## src/include/itmr_defs.svh

```systemverilog
`ifndef ITMR_DEFS_SVH
`define ITMR_DEFS_SVH

// control word layout
`define ITMR_CTRL_WIDTH      16
`define ITMR_BIT_SRC_SEL     1
`define ITMR_BIT_SYNC_SEL    2
`define ITMR_BIT_GATE_EN     6
`define ITMR_BIT_PRESC_LO    4
`define ITMR_BIT_PRESC_HI    5
`define ITMR_BIT_TIMER_ON    15

// prescaler ratio codes and terminal counts
`define ITMR_PRESC_W         8
`define ITMR_PRESC_DIV1      2'h0
`define ITMR_PRESC_DIV8      2'h1
`define ITMR_PRESC_DIV64     2'h2
`define ITMR_PRESC_DIV256    2'h3
`define ITMR_LIM_DIV1        8'h00
`define ITMR_LIM_DIV8        8'h07
`define ITMR_LIM_DIV64       8'h3f
`define ITMR_LIM_DIV256      8'hff

// reset values and synchroniser width
`define ITMR_PRESC_RST       8'h00
`define ITMR_SYNC_WIDTH      2
`define ITMR_SYNC_PIN        0
`define ITMR_SYNC_GATE       1

`endif

```

## src/include/itmr_pkg.sv

```systemverilog
package itmr_pkg;

    // operating mode decoded from the control word
    typedef enum logic [1:0] {
        ITMR_TIMER     = 2'b00,
        ITMR_GATED     = 2'b01,
        ITMR_SYNC_CNT  = 2'b10,
        ITMR_ASYNC_CNT = 2'b11
    } itmr_mode_e;

    typedef logic [1:0] itmr_presc_t;

endpackage : itmr_pkg

```

## src/logic/itmr_sync.sv

```systemverilog
`timescale 1ns/1ps

// two-flop synchroniser for pin inputs
module itmr_sync #(
    parameter int WIDTH = 1
) (
    input  wire logic             clock,
    input  wire logic             rstn,
    input  wire logic [WIDTH-1:0] async_in,
    output logic      [WIDTH-1:0] sync_out
);

    logic [WIDTH-1:0] stage1_reg;
    logic [WIDTH-1:0] stage1_next;
    logic [WIDTH-1:0] stage2_reg;
    logic [WIDTH-1:0] stage2_next;

    // refuse an empty synchroniser
    if (WIDTH < 1) begin : g_bad_width
        $error("itmr_sync: WIDTH must be at least 1");
    end

    // first stage feeds only the second
    always_comb begin
        stage1_next = async_in;
        stage2_next = stage1_reg;
    end

    always_ff @(posedge clock or negedge rstn) begin
        if (!rstn) begin
            stage1_reg <= '0;
            stage2_reg <= '0;
        end else begin
            stage1_reg <= stage1_next;
            stage2_reg <= stage2_next;
        end
    end

    assign sync_out = stage2_reg;

endmodule : itmr_sync

```

## src/logic/itmr_top.sv

```systemverilog
`timescale 1ns/1ps
`include "itmr_defs.svh"

module itmr_top
    import itmr_pkg::*;
#(
    parameter int CNT_WIDTH = 16
) (
    input  wire logic                        clock,
    input  wire logic                        rstn,
    input  wire logic [`ITMR_CTRL_WIDTH-1:0] timer_control_reg,
    input  wire logic [CNT_WIDTH-1:0]        period_value,
    input  wire logic                        ext_count_clock_pin,
    input  wire logic                        gate_pin,
    input  wire logic                        flag_clear,
    output logic      [CNT_WIDTH-1:0]        count_value,
    output logic                             event_flag,
    output logic                             event_pulse
);

    // refuse counter widths the wrap logic cannot serve
    if (CNT_WIDTH < 2) begin : g_bad_width
        $error("itmr_top: CNT_WIDTH must be at least 2");
    end

    // decode of the mode from the control word
    function automatic itmr_mode_e mode_of(input logic [`ITMR_CTRL_WIDTH-1:0] ctrl);
        itmr_mode_e m;
        m = ITMR_TIMER;
        if (ctrl[`ITMR_BIT_SRC_SEL]) begin
            m = ctrl[`ITMR_BIT_SYNC_SEL] ? ITMR_SYNC_CNT : ITMR_ASYNC_CNT;
        end else begin
            m = ctrl[`ITMR_BIT_GATE_EN] ? ITMR_GATED : ITMR_TIMER;
        end
        return m;
    endfunction : mode_of

    // terminal count of the prescaler for a ratio code
    function automatic logic [`ITMR_PRESC_W-1:0] presc_limit(input itmr_presc_t sel);
        logic [`ITMR_PRESC_W-1:0] lim;
        lim = `ITMR_LIM_DIV1;
        unique case (sel)
            `ITMR_PRESC_DIV1:   lim = `ITMR_LIM_DIV1;
            `ITMR_PRESC_DIV8:   lim = `ITMR_LIM_DIV8;
            `ITMR_PRESC_DIV64:  lim = `ITMR_LIM_DIV64;
            `ITMR_PRESC_DIV256: lim = `ITMR_LIM_DIV256;
        endcase
        return lim;
    endfunction : presc_limit

    logic [`ITMR_SYNC_WIDTH-1:0] pins_sync;
    logic                        pin_sync;
    logic                        gate_sync;
    itmr_mode_e                  mode;
    logic                        timer_on;
    itmr_presc_t                 presc_sel;
    logic                        ext_edge;
    logic                        src_tick;
    logic                        presc_out;
    logic                        cnt_tick;
    logic                        period_hit;

    logic                        pin_prev_reg;
    logic                        pin_prev_next;
    logic [`ITMR_PRESC_W-1:0]    presc_reg;
    logic [`ITMR_PRESC_W-1:0]    presc_next;
    logic                        align_reg;
    logic                        align_next;
    logic [CNT_WIDTH-1:0]        count_reg;
    logic [CNT_WIDTH-1:0]        count_next;
    logic                        flag_reg;
    logic                        flag_next;
    logic                        pulse_reg;
    logic                        pulse_next;

    // pin and gate pass two flops first
    itmr_sync #(
        .WIDTH (`ITMR_SYNC_WIDTH)
    ) u_sync (
        .clock    (clock),
        .rstn     (rstn),
        .async_in ({gate_pin, ext_count_clock_pin}),
        .sync_out (pins_sync)
    );

    assign pin_sync  = pins_sync[`ITMR_SYNC_PIN];
    assign gate_sync = pins_sync[`ITMR_SYNC_GATE];
    assign mode      = mode_of(timer_control_reg);
    assign timer_on  = timer_control_reg[`ITMR_BIT_TIMER_ON];
    assign presc_sel = timer_control_reg[`ITMR_BIT_PRESC_HI:`ITMR_BIT_PRESC_LO];

    // source tick selection
    always_comb begin
        ext_edge = pin_sync & ~pin_prev_reg;
        src_tick = 1'b0;
        unique case (mode)
            ITMR_TIMER:     src_tick = 1'b1;
            ITMR_GATED:     src_tick = gate_sync;
            ITMR_SYNC_CNT:  src_tick = ext_edge;
            ITMR_ASYNC_CNT: src_tick = ext_edge;
        endcase
        src_tick  = src_tick & timer_on;
        // at or past the limit, so a ratio cut on the fly cannot run to wrap
        presc_out = src_tick && (presc_reg >= presc_limit(presc_sel));
    end

    // prescaler, alignment stage and counter tick
    always_comb begin
        pin_prev_next = pin_sync;
        presc_next    = presc_reg;
        if (!timer_on) begin
            presc_next = `ITMR_PRESC_RST;
        end else if (presc_out) begin
            presc_next = `ITMR_PRESC_RST;
        end else if (src_tick) begin
            presc_next = presc_reg + 1'b1;
        end
        align_next = presc_out;
        if (mode == ITMR_SYNC_CNT) begin
            cnt_tick = align_reg;
        end else begin
            cnt_tick = presc_out;
        end
    end

    always_ff @(posedge clock or negedge rstn) begin
        if (!rstn) begin
            pin_prev_reg <= 1'b0;
            presc_reg    <= `ITMR_PRESC_RST;
            align_reg    <= 1'b0;
        end else begin
            pin_prev_reg <= pin_prev_next;
            presc_reg    <= presc_next;
            align_reg    <= align_next;
        end
    end

    // counter, period match and event flag
    always_comb begin
        period_hit = cnt_tick && (count_reg == period_value);
        count_next = count_reg;
        if (period_hit) begin
            count_next = '0;
        end else if (cnt_tick) begin
            count_next = count_reg + 1'b1;
        end
        flag_next  = period_hit | (flag_reg & ~flag_clear); // set wins
        pulse_next = period_hit;
    end

    always_ff @(posedge clock or negedge rstn) begin
        if (!rstn) begin
            count_reg <= '0;
            flag_reg  <= 1'b0;
            pulse_reg <= 1'b0;
        end else begin
            count_reg <= count_next;
            flag_reg  <= flag_next;
            pulse_reg <= pulse_next;
        end
    end

    assign count_value = count_reg;
    assign event_flag  = flag_reg;
    assign event_pulse = pulse_reg;
endmodule : itmr_top

```

## config.mk

```make
export PLATFORM = sky130hd
export DESIGN_NAME = itmr_top
export DESIGN_NICKNAME = d
export VERILOG_FILES = /design/src/include/itmr_pkg.sv /design/src/logic/itmr_sync.sv /design/src/logic/itmr_top.sv
export VERILOG_INCLUDE_DIRS = /design/src /design/src/include
export SDC_FILE = /design/constraint.sdc
export NUM_CORES = 1
export LEC_CHECK = 0
export BUFFER_PORTS_ARGS = -buffer_cell sky130_fd_sc_hd__buf_2
export CAP_MARGIN = 15
export CORE_MARGIN = 8
export CORE_UTILIZATION = 46
export CTS_CLUSTER_DIAMETER = 30
export DETAILED_ROUTE_END_ITERATION = 7
export MAX_ROUTING_LAYER = met4
export PLACE_DENSITY_LB_ADDON = 0.08
export SLEW_MARGIN = 20
export SYNTH_ARGS = -nofsm -noshare
export SYNTH_HDL_FRONTEND = slang
export SYNTH_SLANG_ARGS = --single-unit
```

## constraint.sdc

```tcl
create_clock -name clock -period 4.4 [get_ports clock]
set_input_delay 0.44 -clock clock [delete_from_list [all_inputs] [get_ports clock]]
set_output_delay 0.44 -clock clock [all_outputs]
set_load 0.005 [all_outputs]
```

==> reports/results.tsv <==
stage	metric	value	unit
run_status	status	finished, final reports clean	
route	drtPass1Iterations	4	
route	antenna_left	0	
route	drtIter0Drc	119	
placement	portBuffers	44	
timing	setup_tns	0	ns
die	core_area	4030	um2
synth	synth_edf_count	0	
final_layout	fin_util	57.3	%
global_route	grt_pass1_vias	1574	
final_layout	postLayoutCellArea	2310	um2
worst_setup_path	cp-end-kind	flop	
placement	dpl_worst_slack	1.23	ns
pwr	irDropWorstVdd	0.000252	V
clock_network	cts.clk_slew.worst_paths	0.07	ns
run	cap_viol_max_count	0	
clock_network	root_buffer	clkbuf_8	
global_route	grt_pass1_wl	7520	um
synth	synthesis.area	1940	um2
final_layout	diodes	0	
clock_network	cts.sinks	32	
timing	period_share	66.7	%
die	rows	23	
worst_setup_path	cp_max_fo	19	
synth	synthTopCellsByArea	dfrtp_1 41%, xnor2_1 7.2%, o21ai_0 6.2%, ha_1 5.2%, o31ai_2 3.2%	
synth	postSynthCellCount	199	
clock_network	cts_setup_buffers	0	
route	vias	1660	
synth	synth-main-ff-cell	dfrtp_1	
synth	synth.top_cell.area_share	41.3	%
timing	setup-violations-final	0	
worst_setup_path	rr_startpoint	presc_reg[5]$_DFFE_PN0P_	
timing	drv_slew	0	
worst_setup_path	startpoint	presc_reg[5]$_DFFE_PN0P_	
worst_setup_path	cp.arrival	3.07	ns
synth	synth_cell_types	43	
die	die-area	6550	um2
clock_network	cts.path.max_buffers	2	
worst_setup_path	worstSetupEndpoint	count_value[2]$_DFFE_PN0P_	
synth	yosysTopAreaCell	dfrtp_1	
synth	async_flop_share	100	%
die	dieHeight	80.9	um
synth	ys.warnings.count	0	
synth	synth_nets	244	
die	pin_count	55	
final_layout	finalNetCount	288	
timing	rsz0062_at_grt	no	
timing	fmax	0.341	GHz
placement	post-place-cells	286	
global_route	grt_antenna_before_repair	0	
die	start_util	48.1	%
pwr	p_total	0.814	mW
route	via_per_inst	5.65	
clock_network	hold_buffers	0	
die	fp.dieW	80.9	um
global_route	grt_max_degree	33	
final_layout	largest_register_ffs	16	
timing	finalHoldViolCount	0	
final_layout	drive_gt1_share	27.9	%
placement	dp_hpwl	3280	um
timing	fin_skew	0.00854	ns
pwr	power_density	353	nW/um2
clock_network	cts_max_level	2	
synth	synthTopCellsByCount	32 x dfrtp_1, 24 x o21ai_0, 16 x xnor2_1	
final_layout	fin_cells	294	
worst_setup_path	r2r_cells	7	
worst_setup_path	worstReg2RegEnd	count_value[2]$_DFFE_PN0P_	
pwr	p_leak	1.04	nW
synth	synth_most_common_cell	dfrtp_1	
timing	tightest_slew	0.786	ns
worst_setup_path	r2r_setup_slack	1.47	ns
clock_network	cts_buffers	5	
clock_network	cts_tree	built	
timing	final.setup.worst_slack	1.47	ns
worst_setup_path	critPathLaunchType	flop	
placement	place.gp.congestion	0.726	
worst_setup_path	worstSetupPathType	flop to flop	
route	wirelength	4480	um
synth	synth-seq-area-share	41.3	%
global_route	grt_usage	14.7	%
synth	ys_seq_elements	32	
clock_network	clock_latency	0.28	ns
hold_path	hp-class	input port to asynchronous set/reset pin	
timing	whs	0.211	ns
worst_setup_path	critPathRequiredTime	4.54	ns
final_layout	syn_to_final_growth	19.0	%
route	drc	0	
clock_network	cts-resized-gates	0	
route	wl_per_cell	15.2	um
placement	dpl_cell_area	2180	um2
timing	slew_headroom	47.2	%
global_route	overflow	0	
synth	synth.avg_cell_area	9.75	um2
timing	fin_crit	2.93	ns
## worst min path at each step
| stage | from | endpoint | slack [ns] | cells past startpoint |
|---|---|---|---|---|
| detailed placement | u_sync.stage1_reg[1]$_DFF_PN0_ | u_sync.sync_out[1]$_DFF_PN0_ | 0.34 | 0 |
| global placement | u_sync.stage1_reg[0]$_DFF_PN0_ | u_sync.sync_out[0]$_DFF_PN0_ | 0.33 | 0 |
| finish | rstn | presc_reg[1]$_DFFE_PN0P_ | 0.21 | 1 |
| CTS | rstn | presc_reg[2]$_DFFE_PN0P_ | 0.24 | 1 |
| global route | gate_pin | u_sync.stage1_reg[1]$_DFF_PN0_ | 0.26 | 1 |
| floorplan | rstn | align_reg$_DFF_PN0_ | 0.14 | 0 |
## cell usage in the layout, fill, tap and decap left out, types with 2 or more instances in the layout
cell type   n
a21o_1      2
a21oi_1     6
a31oi_1     4
a41oi_1     2
and3_1      5
and4_1      2
buf_2      44
clkbuf_8    7
dfrtp_1    32
ha_1        8
inv_1       6
nand2_1    12
nand2b_1    3
nand3_1    11
nand4_1     7
nor2_1     13
nor2b_1     5
nor3_1      2
nor4_2      2
o21ai_0    24
o31ai_1     4
o31ai_2     5
o41ai_1     2
or3b_2      2
xnor2_1    16
## power by group
group	total, mW	leakage, nW	internal [mW]	switching, mW
Combinational	0.144	0.550	0.0701	0.0743
Sequential	0.364	0.425	0.319	0.0447
Clock	0.306	0.0645	0.200	0.107
Total	0.814	1.04	0.589	0.226
## kinds of logic after synthesis
family / count (synthesis) / share of synthesized area (%)
AND/OR/NAND/NOR: 69 / 19.8
AO/OA/AOI/OAI: 59 / 22.3
flip-flops: 32 / 41.3
XOR/XNOR: 16 / 7.23
buffers and inverters: 14 / 3.68
adder cells (fa/ha/maj): 8 / 5.16
multiplexers: 1 / 0.516
## layer usage
| metal | vias to the layer above | GRT usage (%) | share of wire (%) | routed length [um] |
|---|---|---|---|---|
| li1 | 818 | - | - | - |
| met1 | 791 | 20.2 | 50 | 2250 |
| met2 | 46 | 20.9 | 43 | 1920 |
| met3 | 5 | 4.08 | 5.9 | 264 |
| met4 | 0 | 3.75 | 0.80 | 36 |
| met5 | - | - | 0 | 0 |
## cell type report
cell class / count / area [um2]
fillers: 384 / 1720
multi-input cells: 153 / 1070
flip-flops and latches: 32 / 801
repair buffers: 45 / 228
clock buffers: 7 / 96.3
well taps: 50 / 62.6
clock inverters: 1 / 30.0
inverters: 6 / 22.5
## critical path: stages, from the launching register on
cell,delay (ns)
dfrtp_1,0.43
ha_1,0.31
a21oi_1,0.12
o21ai_0,0.21
or3b_2,0.53
o21ai_4,0.40
or2_1,0.59
o21ai_0,0.20
Power figures use the tool's default switching activity.
